===== config.mk =====
export PLATFORM = sky130hd
export DESIGN_NAME = ssp_slave_port
export DESIGN_NICKNAME = d
export VERILOG_FILES = /design/src/ssp_pkg.sv /design/src/ssp_pin_sync.sv /design/src/ssp_slave_port.sv
export SDC_FILE = /design/constraint.sdc
export NUM_CORES = 1
export LEC_CHECK = 0
export ABC_AREA = 1
export BUFFER_PORTS_ARGS = -buffer_cell sky130_fd_sc_hd__buf_2
export CORE_UTILIZATION = 30
export DETAILED_ROUTE_END_ITERATION = 12
export PLACE_DENSITY = 0.5
export SKIP_CTS_REPAIR_TIMING = 1
export SKIP_LAST_GASP = 1
export SLEW_MARGIN = 20
export SYNTH_ARGS = -nofsm -noshare
export SYNTH_HDL_FRONTEND = slang
export SYNTH_SLANG_ARGS = --single-unit

===== constraint.sdc =====
create_clock -name clk -period 1.7 [get_ports clk]
set_input_delay 0.255 -clock clk [delete_from_list [all_inputs] [get_ports clk]]
set_output_delay 0.255 -clock clk [all_outputs]
set_load 0.02 [all_outputs]

===== src/ssp_pkg.sv =====
package ssp_pkg;
    // Bus addresses
    localparam logic [6:0] DEV_ADDR_STD = 7'h4C;
    localparam logic [6:0] DEV_ADDR_ALT = 7'h4D;
    localparam logic [6:0] ALERT_RESP_ADDR = 7'h0C;

    // Read pointer addresses
    localparam logic [7:0] RD_LOCAL_TEMP = 8'h00;
    localparam logic [7:0] RD_REMOTE_HI = 8'h01;
    localparam logic [7:0] RD_STATUS = 8'h02;
    localparam logic [7:0] RD_CONFIG = 8'h03;
    localparam logic [7:0] RD_CONV_RATE = 8'h04;
    localparam logic [7:0] RD_LOCAL_HIGH = 8'h05;
    localparam logic [7:0] RD_LOCAL_LOW = 8'h06;
    localparam logic [7:0] RD_REMOTE_HIGH = 8'h07;
    localparam logic [7:0] RD_REMOTE_LOW = 8'h08;
    localparam logic [7:0] RD_REMOTE_LO = 8'h10;
    localparam logic [7:0] RD_DEVICE_ID = 8'h3D;
    localparam logic [7:0] RD_MAKER_ID = 8'hFE;
    localparam logic [7:0] RD_REVISION = 8'hFF;

    // Write pointer addresses
    localparam logic [7:0] WR_CONFIG = 8'h09;
    localparam logic [7:0] WR_CONV_RATE = 8'h0A;
    localparam logic [7:0] WR_LOCAL_HIGH = 8'h0B;
    localparam logic [7:0] WR_LOCAL_LOW = 8'h0C;
    localparam logic [7:0] WR_REMOTE_HIGH = 8'h0D;
    localparam logic [7:0] WR_REMOTE_LOW = 8'h0E;
    localparam logic [7:0] SINGLE_CONVERSION_TRIGGER = 8'h0F;

    // Shared read/write addresses
    localparam logic [7:0] RW_OFFSET_HI = 8'h11;
    localparam logic [7:0] RW_OFFSET_LO = 8'h12;
    localparam logic [7:0] RW_REMOTE_HIGH_LO = 8'h13;
    localparam logic [7:0] RW_REMOTE_LOW_LO = 8'h14;
    localparam logic [7:0] RW_REMOTE_FS_LIMIT = 8'h19;
    localparam logic [7:0] RW_LOCAL_FS_LIMIT = 8'h20;
    localparam logic [7:0] RW_HYSTERESIS = 8'h21;
    localparam logic [7:0] RW_CONSEC_ALARM = 8'h22;

    // Values after reset
    localparam logic [7:0] CONFIG_RST = 8'h08;
    localparam logic [7:0] CONV_RATE_RST = 8'h06;
    localparam logic [7:0] HIGH_LIMIT_RST = 8'h55;
    localparam logic [7:0] LOW_LIMIT_RST = 8'h00;
    localparam logic [7:0] FS_LIMIT_RST = 8'h55;
    localparam logic [7:0] HYSTERESIS_RST = 8'h0A;
    localparam logic [7:0] CONSEC_RST = 8'h01;
    localparam logic [7:0] ZERO_RST = 8'h00;
    // Identity values are arbitrary
    localparam logic [7:0] DEVICE_ID_VAL = 8'h5A;
    localparam logic [7:0] MAKER_ID_VAL = 8'hA5;
    localparam logic [7:0] REVISION_VAL = 8'h01;

    // Field positions
    localparam int CFG_MASK_BIT = 7;
    localparam int CFG_STANDBY_BIT = 6;
    localparam int CFG_PIN_FS_BIT = 5;
    localparam int CONSEC_TO_BIT_A = 6;
    localparam int CONSEC_TO_BIT_B = 7;

    // Timing
    localparam int CLK_PERIOD_NS = 10;
    localparam int BUS_TIMEOUT_NS = 25000000;
    localparam int BUS_TIMEOUT_CYC = BUS_TIMEOUT_NS / CLK_PERIOD_NS;
    localparam int CONV_PERIOD_NS = 62500000;
    localparam int CONV_PERIOD_CYC = CONV_PERIOD_NS / CLK_PERIOD_NS;
    localparam logic [3:0] BITS_PER_BYTE = 4'h8;

    typedef enum logic [2:0] {
        SSP_IDLE,
        SSP_ADDR,
        SSP_ACK_ADDR,
        SSP_WR_BYTE,
        SSP_ACK_WR,
        SSP_RD_BYTE,
        SSP_RD_ACK
    } ssp_state_t;
endpackage : ssp_pkg


===== src/ssp_pin_sync.sv =====
`timescale 1ns/1ps
module ssp_pin_sync (
    input wire logic clk,
    input wire logic rst_n,
    input wire logic pin,
    output logic level,
    output logic rise,
    output logic fall
);
    logic meta;
    logic stable;
    logic prev;

    // Two stages before use; the third only feeds edge detection
    always_ff @(posedge clk) begin
        if (!rst_n) begin
            meta <= 1'b1;
            stable <= 1'b1;
            prev <= 1'b1;
        end else begin
            meta <= pin;
            stable <= meta;
            prev <= stable;
        end
    end

    assign level = stable;
    assign rise = stable & ~prev;
    assign fall = ~stable & prev;
endmodule : ssp_pin_sync


===== src/ssp_slave_port.sv =====
`timescale 1ns/1ps
// Notes on behaviour
// - Standard variant answers bus address 0x4C after a start, and 0x0C only while its alarm is active.
// - Alternate variant answers bus address 0x4D instead.
// - A start is data falling while clock stays high.
// - After start, eight bits shift in: address MSB first, then direction.
// - On address match, pull data low for the ninth clock; otherwise idle.
// - Direction 0 is master write, direction 1 is master read.
// - Each byte is eight data clocks plus one acknowledge clock.
// - Data moves only while clock low; rising data at clock high is stop.
// - Direction is fixed at start; only a new start changes it.
// - Writes carry one or two bytes; reads return exactly one byte.
// - First written byte always loads the register pointer.
// - Second written byte goes to the register the pointer selects.
// - A read returns the register selected by the current pointer.
// - Write-only pointer addresses read back as zero.
// - In alarm mode the pin goes low on limit violation or open sensor.
// - While alarm low, answer alert response read with own address plus 1.
// - Lose arbitration on alert response when another device drives lower.
// - After answering alert response, release alarm only if cause is gone.
// - Configuration bit 6 enters standby and aborts a running conversion.
// - Write to 0x0F in standby runs one conversion; data is discarded.
// - Limits written in standby are compared with stored values at once.
// - Open comparator sampled at conversion start sets status bit 2.
// - Status flags latch until status read; fail-safe mode latches only bit 2.
// - Consecutive register bits 6 and 7 enable a 25 ms bus timeout.
// - Pointer content is not guaranteed after power-up.
module ssp_slave_port #(
    parameter bit ALT_VARIANT = 1'b0,
    parameter int TIMEOUT_CYC = ssp_pkg::BUS_TIMEOUT_CYC,
    parameter int CONV_CYC = ssp_pkg::CONV_PERIOD_CYC
) (
    input wire logic clk,
    input wire logic rst_n,
    input wire logic scl_in,
    input wire logic serial_data_line_in,
    output logic serial_data_line_out,
    output logic serial_data_line_oe,
    input wire logic alarm_pin_in,
    output logic alarm_pin_out,
    output logic alarm_pin_oe,
    input wire logic open_sensor_in,
    input wire logic meas_done,
    input wire logic [7:0] meas_local,
    input wire logic [7:0] meas_remote_hi,
    input wire logic [7:0] meas_remote_lo,
    output logic conv_start,
    output logic conv_abort,
    output logic conv_busy,
    output logic standby
);
    import ssp_pkg::*;

    function automatic logic above(input logic [7:0] t, input logic [7:0] l);
        above = t > l;
    endfunction : above

    logic scl_s, scl_rise, scl_fall;
    logic sda_s, sda_rise, sda_fall;
    logic open_s, open_rise_unused, open_fall_unused;
    logic start_det, stop_det;
    ssp_state_t state;
    logic [3:0] bit_cnt;
    logic [7:0] shreg;
    logic rw;
    logic [1:0] byte_no;
    logic is_ara;
    logic wr_ptr, wr_reg, stat_clr, ara_done;
    logic [7:0] ptr;
    logic [7:0] rd_data, tx_byte;
    logic [6:0] own_addr;
    logic [7:0] cfg, rate, lhi, llo, rhi, rlo, ofs_hi, ofs_lo;
    logic [7:0] rhi_lo, rlo_lo, rfs_lim, lfs_lim, hyst, consec;
    logic [7:0] local_t, remote_hi, remote_lo;
    logic [6:2] flags;
    logic alarm_active;
    logic c_lhi, c_llo, c_rhi, c_rlo, c_rfs, c_lfs;
    logic fs_mode;
    logic [31:0] to_cnt;
    logic to_hit;
    logic [31:0] conv_timer;
    logic oneshot_pend, oneshot_run;
    logic start_now, abort_now, take_result;

    ssp_pin_sync u_scl (
        .clk(clk), .rst_n(rst_n), .pin(scl_in),
        .level(scl_s), .rise(scl_rise), .fall(scl_fall)
    );
    ssp_pin_sync u_sda (
        .clk(clk), .rst_n(rst_n), .pin(serial_data_line_in),
        .level(sda_s), .rise(sda_rise), .fall(sda_fall)
    );
    ssp_pin_sync u_open (
        .clk(clk), .rst_n(rst_n), .pin(open_sensor_in),
        .level(open_s), .rise(open_rise_unused), .fall(open_fall_unused)
    );

    assign own_addr = ALT_VARIANT ? DEV_ADDR_ALT : DEV_ADDR_STD;
    assign start_det = scl_s & sda_fall;
    assign stop_det = scl_s & sda_rise;
    assign fs_mode = cfg[CFG_PIN_FS_BIT];

    // Read decode; write-only and unmapped addresses give zero
    always_comb begin
        case (ptr)
            RD_LOCAL_TEMP: rd_data = local_t;
            RD_REMOTE_HI: rd_data = remote_hi;
            RD_STATUS: rd_data = {conv_busy, flags, c_rfs, c_lfs};
            RD_CONFIG: rd_data = cfg;
            RD_CONV_RATE: rd_data = rate;
            RD_LOCAL_HIGH: rd_data = lhi;
            RD_LOCAL_LOW: rd_data = llo;
            RD_REMOTE_HIGH: rd_data = rhi;
            RD_REMOTE_LOW: rd_data = rlo;
            RD_REMOTE_LO: rd_data = remote_lo;
            RW_OFFSET_HI: rd_data = ofs_hi;
            RW_OFFSET_LO: rd_data = ofs_lo;
            RW_REMOTE_HIGH_LO: rd_data = rhi_lo;
            RW_REMOTE_LOW_LO: rd_data = rlo_lo;
            RW_REMOTE_FS_LIMIT: rd_data = rfs_lim;
            RW_LOCAL_FS_LIMIT: rd_data = lfs_lim;
            RW_HYSTERESIS: rd_data = hyst;
            RW_CONSEC_ALARM: rd_data = consec;
            RD_DEVICE_ID: rd_data = DEVICE_ID_VAL;
            RD_MAKER_ID: rd_data = MAKER_ID_VAL;
            RD_REVISION: rd_data = REVISION_VAL;
            default: rd_data = ZERO_RST;
        endcase
    end

    assign tx_byte = is_ara ? {own_addr, 1'b1} : rd_data;

    // Serial protocol engine
    always_ff @(posedge clk) begin
        if (!rst_n) begin
            state <= SSP_IDLE;
            bit_cnt <= 4'h0;
            shreg <= 8'h00;
            rw <= 1'b0;
            byte_no <= 2'h0;
            is_ara <= 1'b0;
            serial_data_line_oe <= 1'b0;
            wr_ptr <= 1'b0;
            wr_reg <= 1'b0;
            stat_clr <= 1'b0;
            ara_done <= 1'b0;
        end else begin
            wr_ptr <= 1'b0;
            wr_reg <= 1'b0;
            stat_clr <= 1'b0;
            ara_done <= 1'b0;
            if (start_det) begin
                // A repeated start also lands here, so direction restarts
                state <= SSP_ADDR;
                bit_cnt <= 4'h0;
                serial_data_line_oe <= 1'b0;
            end else if (stop_det || to_hit) begin
                state <= SSP_IDLE;
                serial_data_line_oe <= 1'b0;
            end else begin
                case (state)
                    SSP_ADDR: begin
                        if (scl_rise) begin
                            shreg <= {shreg[6:0], sda_s};
                            bit_cnt <= bit_cnt + 4'h1;
                        end else if (scl_fall && bit_cnt == BITS_PER_BYTE) begin
                            rw <= shreg[0];
                            if (shreg[7:1] == own_addr) begin
                                serial_data_line_oe <= 1'b1;
                                is_ara <= 1'b0;
                                state <= SSP_ACK_ADDR;
                            end else if (shreg[7:1] == ALERT_RESP_ADDR
                                         && shreg[0] && alarm_active) begin
                                serial_data_line_oe <= 1'b1;
                                is_ara <= 1'b1;
                                state <= SSP_ACK_ADDR;
                            end else begin
                                state <= SSP_IDLE;
                            end
                        end
                    end
                    SSP_ACK_ADDR: begin
                        if (scl_fall) begin
                            bit_cnt <= 4'h0;
                            byte_no <= 2'h0;
                            if (!rw) begin
                                serial_data_line_oe <= 1'b0;
                                state <= SSP_WR_BYTE;
                            end else begin
                                shreg <= tx_byte;
                                serial_data_line_oe <= ~tx_byte[7];
                                stat_clr <= ~is_ara && ptr == RD_STATUS;
                                state <= SSP_RD_BYTE;
                            end
                        end
                    end
                    SSP_WR_BYTE: begin
                        if (scl_rise) begin
                            shreg <= {shreg[6:0], sda_s};
                            bit_cnt <= bit_cnt + 4'h1;
                        end else if (scl_fall && bit_cnt == BITS_PER_BYTE) begin
                            // Bytes past the second get no acknowledge
                            wr_ptr <= byte_no == 2'h0;
                            wr_reg <= byte_no == 2'h1;
                            serial_data_line_oe <= byte_no != 2'h2;
                            if (byte_no != 2'h2) begin
                                byte_no <= byte_no + 2'h1;
                            end
                            state <= SSP_ACK_WR;
                        end
                    end
                    SSP_ACK_WR: begin
                        if (scl_fall) begin
                            serial_data_line_oe <= 1'b0;
                            bit_cnt <= 4'h0;
                            state <= SSP_WR_BYTE;
                        end
                    end
                    SSP_RD_BYTE: begin
                        if (scl_rise) begin
                            bit_cnt <= bit_cnt + 4'h1;
                            // Released high but seen low: a lower address won
                            if (is_ara && !serial_data_line_oe && !sda_s) begin
                                state <= SSP_IDLE;
                            end
                        end else if (scl_fall) begin
                            if (bit_cnt == BITS_PER_BYTE) begin
                                serial_data_line_oe <= 1'b0;
                                state <= SSP_RD_ACK;
                            end else begin
                                shreg <= {shreg[6:0], 1'b0};
                                serial_data_line_oe <= ~shreg[6];
                            end
                        end
                    end
                    SSP_RD_ACK: begin
                        if (scl_rise) begin
                            ara_done <= is_ara;
                            state <= SSP_IDLE;
                        end
                    end
                    default: begin
                        state <= SSP_IDLE;
                    end
                endcase
            end
        end
    end

    // Pointer holds across operations and never advances
    always_ff @(posedge clk) begin
        if (!rst_n) begin
            ptr <= ZERO_RST;
        end else if (wr_ptr) begin
            ptr <= shreg;
        end
    end

    // Writable registers
    always_ff @(posedge clk) begin
        if (!rst_n) begin
            cfg <= CONFIG_RST;
            rate <= CONV_RATE_RST;
            lhi <= HIGH_LIMIT_RST;
            llo <= LOW_LIMIT_RST;
            rhi <= HIGH_LIMIT_RST;
            rlo <= LOW_LIMIT_RST;
            ofs_hi <= ZERO_RST;
            ofs_lo <= ZERO_RST;
            rhi_lo <= ZERO_RST;
            rlo_lo <= ZERO_RST;
            rfs_lim <= FS_LIMIT_RST;
            lfs_lim <= FS_LIMIT_RST;
            hyst <= HYSTERESIS_RST;
            consec <= CONSEC_RST;
        end else if (wr_reg) begin
            case (ptr)
                WR_CONFIG: cfg <= shreg;
                WR_CONV_RATE: rate <= shreg;
                WR_LOCAL_HIGH: lhi <= shreg;
                WR_LOCAL_LOW: llo <= shreg;
                WR_REMOTE_HIGH: rhi <= shreg;
                WR_REMOTE_LOW: rlo <= shreg;
                RW_OFFSET_HI: ofs_hi <= shreg;
                RW_OFFSET_LO: ofs_lo <= shreg;
                RW_REMOTE_HIGH_LO: rhi_lo <= shreg;
                RW_REMOTE_LOW_LO: rlo_lo <= shreg;
                RW_REMOTE_FS_LIMIT: rfs_lim <= shreg;
                RW_LOCAL_FS_LIMIT: lfs_lim <= shreg;
                RW_HYSTERESIS: hyst <= shreg;
                RW_CONSEC_ALARM: consec <= shreg;
                default: ;
            endcase
        end
    end

    assign standby = cfg[CFG_STANDBY_BIT];

    // Inactivity timeout; idle bus never counts
    always_ff @(posedge clk) begin
        if (!rst_n) begin
            to_cnt <= 32'h0;
            to_hit <= 1'b0;
        end else begin
            to_hit <= 1'b0;
            if (state == SSP_IDLE || scl_rise || scl_fall
                || !(consec[CONSEC_TO_BIT_A] && consec[CONSEC_TO_BIT_B])) begin
                to_cnt <= 32'h0;
            end else if (to_cnt == 32'(TIMEOUT_CYC - 1)) begin
                to_cnt <= 32'h0;
                to_hit <= 1'b1;
            end else begin
                to_cnt <= to_cnt + 32'h1;
            end
        end
    end

    // Conversion sequencing
    assign abort_now = conv_busy && standby && !oneshot_run;
    assign take_result = conv_busy && meas_done && !abort_now;
    assign start_now = !conv_busy
        && ((!standby && conv_timer == 32'h0) || oneshot_pend);

    always_ff @(posedge clk) begin
        if (!rst_n) begin
            conv_busy <= 1'b0;
            conv_start <= 1'b0;
            conv_abort <= 1'b0;
            conv_timer <= 32'h0;
            oneshot_pend <= 1'b0;
            oneshot_run <= 1'b0;
        end else begin
            conv_start <= start_now;
            conv_abort <= abort_now;
            if (wr_reg && ptr == SINGLE_CONVERSION_TRIGGER && standby) begin
                oneshot_pend <= 1'b1;
            end else if (start_now) begin
                oneshot_pend <= 1'b0;
            end
            if (start_now) begin
                conv_busy <= 1'b1;
                oneshot_run <= oneshot_pend;
                conv_timer <= 32'(CONV_CYC - 1);
            end else if (abort_now || take_result) begin
                conv_busy <= 1'b0;
                oneshot_run <= 1'b0;
            end
            if (!start_now && conv_timer != 32'h0 && !standby) begin
                conv_timer <= conv_timer - 32'h1;
            end
        end
    end

    // Results are dropped when the conversion was aborted
    always_ff @(posedge clk) begin
        if (!rst_n) begin
            local_t <= ZERO_RST;
            remote_hi <= ZERO_RST;
            remote_lo <= ZERO_RST;
        end else if (take_result) begin
            local_t <= meas_local;
            remote_hi <= meas_remote_hi;
            remote_lo <= meas_remote_lo;
        end
    end

    // Limits compared continuously, so new limits act even in standby
    assign c_lhi = above(local_t, lhi);
    assign c_llo = above(llo, local_t);
    assign c_rhi = above(remote_hi, rhi);
    assign c_rlo = above(rlo, remote_hi);
    assign c_rfs = above(remote_hi, rfs_lim);
    assign c_lfs = above(local_t, lfs_lim);

    // Status flags: a set in the cycle of a status read wins
    always_ff @(posedge clk) begin
        if (!rst_n) begin
            flags <= 5'h00;
        end else begin
            if (fs_mode) begin
                flags[6:3] <= {c_lhi, c_llo, c_rhi, c_rlo};
            end else begin
                flags[6:3] <= (flags[6:3] & {4{~stat_clr}})
                    | {c_lhi, c_llo, c_rhi, c_rlo};
            end
            flags[2] <= (flags[2] & ~stat_clr)
                | (start_now & open_s);
        end
    end

    // Alarm latch, released by a completed alert response only if clear
    always_ff @(posedge clk) begin
        if (!rst_n) begin
            alarm_active <= 1'b0;
        end else if (!fs_mode && !cfg[CFG_MASK_BIT] && |flags) begin
            alarm_active <= 1'b1;
        end else if (ara_done || fs_mode) begin
            alarm_active <= 1'b0;
        end
    end

    // Shared open-drain pin: alarm or second_failsafe_output
    always_ff @(posedge clk) begin
        if (!rst_n) begin
            alarm_pin_oe <= 1'b0;
            alarm_pin_out <= 1'b0;
            serial_data_line_out <= 1'b0;
        end else begin
            alarm_pin_oe <= fs_mode ? (c_lhi | c_rhi) : alarm_active;
            alarm_pin_out <= 1'b0;
            serial_data_line_out <= 1'b0;
        end
    end

    logic unused_pin;
    assign unused_pin = alarm_pin_in;
endmodule : ssp_slave_port


== Word-level counts from Yosys, hierarchy flattened ==
Index checks and enable logic that the tools add are counted.

* Bits in registers: 253
* Input bits: 31
* Output and inout bits: 8
* Word-level logic and storage cells: 300

* $add $sub $neg: 4
* Order comparisons: 6
* Equal/unequal tests: 68
* Mux-type cells: 60
* Bitwise logic cells: 30
* Reductions and logical operators: 83

{| class="wikitable"
|+ Operators with widths
! kind !! count
|-
| 8-bit one-hot mux with 21 select lines || 1
|-
| 8-bit by 4-bit == test with 1-bit output (second input constant) || 8
|-
| 32-bit two-way mux || 2
|-
| 8-bit two-way mux || 7
|-
| 8-bit by 5-bit == test with 1-bit output (second input constant) || 6
|-
| 8-bit > comparator || 6
|-
| 3-bit two-way mux || 12
|-
| 32-bit by 1-bit adder with 32-bit output (second input constant) || 1
|-
| 32-bit by 22-bit == test with 1-bit output (second input constant) || 1
|-
| 8-bit by 3-bit == test with 1-bit output (second input constant) || 4
|-
| 8-bit by 6-bit == test with 1-bit output (second input constant) || 4
|-
| 32-bit logical NOT || 1
|-
| 32-bit nonzero test || 1
|-
| 32-bit by 1-bit subtractor with 32-bit output (second input constant) || 1
|-
| 10-bit AND reduction || 3
|-
| 4-bit inequality test (second input constant) || 7
|-
| 2-bit AND reduction || 14
|-
| 2-bit inequality test (second input constant) || 13
|-
| 1-bit two-way mux || 24
|-
| 8-bit one-hot mux with 3 select lines || 1
|-
| 1-bit logical AND || 19
|-
| 1-bit NOT || 18
|-
| 3-bit one-hot mux with 6 select lines || 1
|-
| 8-bit by 2-bit == test with 1-bit output (second input constant) || 2
|-
| other kinds (40) || 94
|}

== Depth between registers and ports, before layout ==
* Depth after elaboration: 10
* Gate-level depth with buffers: 14
* Mapped depth without buffers: 14

== Cells and area by module ==
Synthesis repeated with hierarchy kept, for this count alone.

* Cell total of the unflattened synthesis: 1973
* Area, all modules: 13421.6 µm²

{| class="wikitable"
|+ By module, submodules not included
! module !! instances !! cells each !! area an instance (µm²) !! sequential area each (µm²)
|-
| ssp_slave_port || 1 || 1937 || 13140.1 || 4904.7
|-
| ssp_pin_sync || 3 || 12 || 93.8 || 60.1
|}

== Least setup slack after synthesis ==
Ideal clock, no wire load.

* Path type: flip-flop to flip-flop
* Start point: reg conv_timer[0]
* End point: reg conv_timer[26]
* Library setup time: 0.114 ns
* Arrival time: 1.540 ns
* Required time: 1.586 ns
* Path slack: 0.046 ns
* Cell stages (with the launch flop): 14
* Buffers on the path: 0
* Period minus slack after synthesis: 1.654 ns
* Cell sequence: dfxtp_1 inv_1 ha_1 nand3_1 inv_1 nand2_1 nor2_1 nand2_1 nor2_1 nand2_1 nor3_1 nand2_1 nand2_1 nor2_1

* Cells in the longest elaborated chain, start to end: 8

{| class="wikitable"
|+ Ends and longest elaborated chain
! element !! RTL line !! text
|-
| start, declared || ssp_slave_port.sv:81 || <nowiki>logic [31:0] conv_timer;</nowiki>
|-
| start signal, assigned || ssp_slave_port.sv:343 || <nowiki>conv_timer <= 32'(CONV_CYC - 1);</nowiki>
|-
| start signal, assigned || ssp_slave_port.sv:349 || <nowiki>conv_timer <= conv_timer - 32'h1;</nowiki>
|-
| branches (longest 8 deep; another with 32-bit by 1-bit subtractor with 32-bit output) || -- ||
|}

Several ways; the timed one is not identified.
A chain may end at the register's enable or synchronous reset.

== Final worst setup path ==
* Start point: reg ptr[2]
* End point: reg serial_data_line_oe

* Cells in the longest elaborated chain, start to end: 7

{| class="wikitable"
|+ Ends and longest elaborated chain
! element !! RTL line !! text
|-
| start, declared || ssp_slave_port.sv:69 || <nowiki>logic [7:0] ptr;</nowiki>
|-
| start signal, assigned || ssp_slave_port.sv:255 || <nowiki>ptr <= shreg;</nowiki>
|-
| 8-bit == test (tied with other cells) || ssp_slave_port.sv:105 || <nowiki>case (ptr)</nowiki>
|-
| 8-bit one-hot mux with 21 select lines * || ssp_slave_port.sv:105 ||
|-
| 8-bit two-way mux * || ssp_slave_port.sv:131 || <nowiki>assign tx_byte = is_ara ? {own_addr, 1'b1} : rd_data;</nowiki>
|-
| 1-bit NOT * || ssp_slave_port.sv:191 || <nowiki>serial_data_line_oe <= ~tx_byte[7];</nowiki>
|-
| 1-bit two-way mux * || ssp_slave_port.sv:186 || <nowiki>if (!rw) begin</nowiki>
|-
| 1-bit two-way mux * || ssp_slave_port.sv:183 || <nowiki>if (scl_fall) begin</nowiki>
|-
| 1-bit one-hot mux with 5 select lines * || ssp_slave_port.sv:161 || <nowiki>case (state)</nowiki>
|-
| end signal, assigned || ssp_slave_port.sv:191 ||
|-
| end signal, assigned || ssp_slave_port.sv:232 || <nowiki>serial_data_line_oe <= ~shreg[6];</nowiki>
|-
| end, declared || ssp_slave_port.sv:38 || <nowiki>output logic serial_data_line_oe,</nowiki>
|}

Mark *: on every way between the ends. The rest lies on a longest branch, timed or not. The select of a mux whose other input is x is not followed.

==> impl_results.md <==
- Pin count of the biggest net entering global routing: 161
- Combinational cell fraction of total power: 0.374
- Row count: 76
- Post-Syn Area: 13,270 sq um
- Worst setup path category: reg -> reg
- Layout net count: 2,393
- FF-to-FF Start: ptr[2]
- Port bufs: 35
- Vias per inst: 4.868
- Max VDD drop: 1.315 mV
- Final antenna-violating net count: 0
- Max-Cap Viols: 0
- Worst slew margin: 0.5501
- Mean post-synth cell area: 6.803 sq um
- Hold Startpoint: meas_remote_lo[0]
- FF+latch area: 5116 sq um
- CTS tree: yes
- Pleak: 8.047 nW
- DRC viols: 0
- Worst path top cell family by delay: simple AND/OR/NAND/NOR gates
- Unrepaired setup endpoints after global routing: true
- Asr flop ratio synth: 0
- Hold Vio Cnt, Final: 5
- CP Cell Sequence: inv_2 > nand2_1 > nor2_1 > nand2_1 > inv_1 > nand2_1 > nand2_2 > nor3_1 > buf_4 > nand4_1 > a21oi_1
- Worst Path Required: 2210 ps
- Min Clock Period, post-route: 1887 ps
- Internal power: 14.55 mW
- Area of the multi-input gates: 8117 sq um
- Die height: 212.3 um
- Root buf cell: clkbuf_16
- Grt ovf: 0
- DRT iter0 DRCs: 954
- Finished Core Util: 0.4436
- Hold Crit Class: in -> reg
- Register bit count reported by yosys: 253
- Most frequent cells in the layout: nand2_1, buf_4, dfxtp_1
- Most common cell after layout, fill and taps aside: nand2_1
- FMAX: 0.5299 GHz
- Pins over their slew limit: 0
- Final period util: 1.110
- # diodes: 0
- Detailed Place HPWL: 34,740 um
- Biggest regs: conv_timer (32), to_cnt (32)
- Top cell by count, worst path: nand2_1
- Switch share: 0.3447
- Core area: 43,360 sq um
- Io pins: 39
- Largest stage delay on the critical path: 380 ps
- Hold_ws: -41.83 ps
- Crit path arrival time: 2390 ps
- Crit path from: ptr[2]
- Startpoint types: flop
- H-tree depth: 1
- Die area: 45,060 sq um
- Synth Flop Type: dfxtp_1
- Psw: 7.653 mW
- DR vias: 14.18k
- CTS Buf Count: 30
- Violated checks: hold timing, setup timing
- Starting Density: 0.3059
- Layout fillers: 4,462
- Distinct cell type count after synthesis: 46
- CTS sink cnt: 253
- Post-Syn Instances: 1,950
- Pwr Density: 1154 nW/um^2
- Worst skew pair latency: 590 ps
- Post-synth EDFFs: 0
- GPL Wtd Cong: 0.9470
- Reg2reg setup slack: -190 ps
- CTS Buffer Depth: 3
- Setup WS post-layout: -187.2 ps
- Die width: 212.3 um
- Vias in the first global route: 13.29k
- Power, Total: 22.20 mW
- Worst Clk Skew: 20.53 ps
- Worst Tran Pin Value: 674.8 ps
- Clk pin slew, worst setup/hold paths: 60 ps
- Share of power burned in the clock network: 0.319
- Tot GR Track Use: 0.2102
- Routed wire length: 49,330 um
- Sequential share of power: 0.307
- Initial DRT Pass Iterations: 7
- Setup crit end kind: flop
- Initial antenna violation count: 1
- Outcome: complete, but fails checks
- Sequential fraction of the synthesis area: 0.3818
- Layout cells sized above 1: 0.3174
- CP max stage cell: dfxtp_4
- First-pass GRT wire length: 73,280 um
- Final number of setup-violating endpoints: 79
- CP bufs+invs: 3
- Critical Path Fanout Max: 5
- Area delta synth->final: 45.01%
- Routed len/inst: 16.94 um
- Synthesis Warnings: 0
power by group through the flow:
stage	Sequential [mW]	Clock, mW	Combinational, mW
floorplan	6.90	0	3.34
detailed placement	6.88	0	6.40
global placement	6.87	0	6.32
finish	6.81	7.09	8.30
global route	6.86	7.51	9.10
CTS	6.76	7.25	6.44
Yosys cell counts, drive strengths merged, types with 18 or more instances:
cell type | n | area share
buf | 30 | 0.013
o21ai | 191 | 0.072
nand2 | 405 | 0.12
or2 | 18 | 0.0085
dfxtp | 253 | 0.38
a21oi | 231 | 0.087
clkbuf | 40 | 0.011
nor3 | 52 | 0.022
o211ai | 22 | 0.013
ha | 58 | 0.055
nand4 | 28 | 0.013
nand3 | 108 | 0.041
inv | 227 | 0.064
nor2 | 231 | 0.073
tightest hold or removal path: cells and delay by family:
kind            cells  cell delay [ps]
buf+inv             1               70
compound gates      2              170
layer usage:
metal  wire [um]  vias to the layer above  track usage
met2       22950                      351       0.3512
li1            -                     7154            -
met3        2672                       84      0.02895
met4        1451                        0      0.05904
met1       22260                     6591       0.2814
met5           0                        -            0
through the flow:
stage / hold WS [ps] / instance area (sq um) / std cells / setup WS, ps / TNS [ps]
after floorplan: 361.6 / 13270 / 1951 / 46.31 / 0
after global placement: 395.7 / 16200 / 2793 / -360.5 / -10460
after detailed placement: 399.8 / 16200 / 2793 / -395.7 / -12760
after CTS: -148.1 / 17280 / 2849 / -426.1 / -15260
after global routing: 2.090 / 19240 / 2913 / -254.8 / -14220
final: -41.83 / 19240 / 2913 / -187.2 / -3705
area by class of cell:
class,count,area share
flip-flops and latches,253,0.2660
repair buffers,386,0.1700
inverters,234,0.04768
clock buffers,41,0.04540
clock inverters,15,0.01073
multi-input cells,1398,0.4219
well taps,585,0.03805
repair inverters,1,0.0002602
kinds of logic after synthesis:
logic type	Yosys count	synth area share
AO/OA/AOI/OAI	465	0.1839
flip-flops	253	0.3818
XOR/XNOR	14	0.009244
AND/OR/NAND/NOR	855	0.2790
other	1	0.0002827
buffers and inverters	304	0.09102
adder cells (fa/ha/maj)	58	0.05471
path summary, 6_finish.rpt:
kind / end / depth (start not counted)
hold / removal: remote_lo[0] / 3
setup reg to reg: serial_data_line_oe / 11
hold reg to reg: u_open.level / 1
setup / recovery: serial_data_line_oe / 11
No activity file was read; power rests on OpenSTA's default activity.
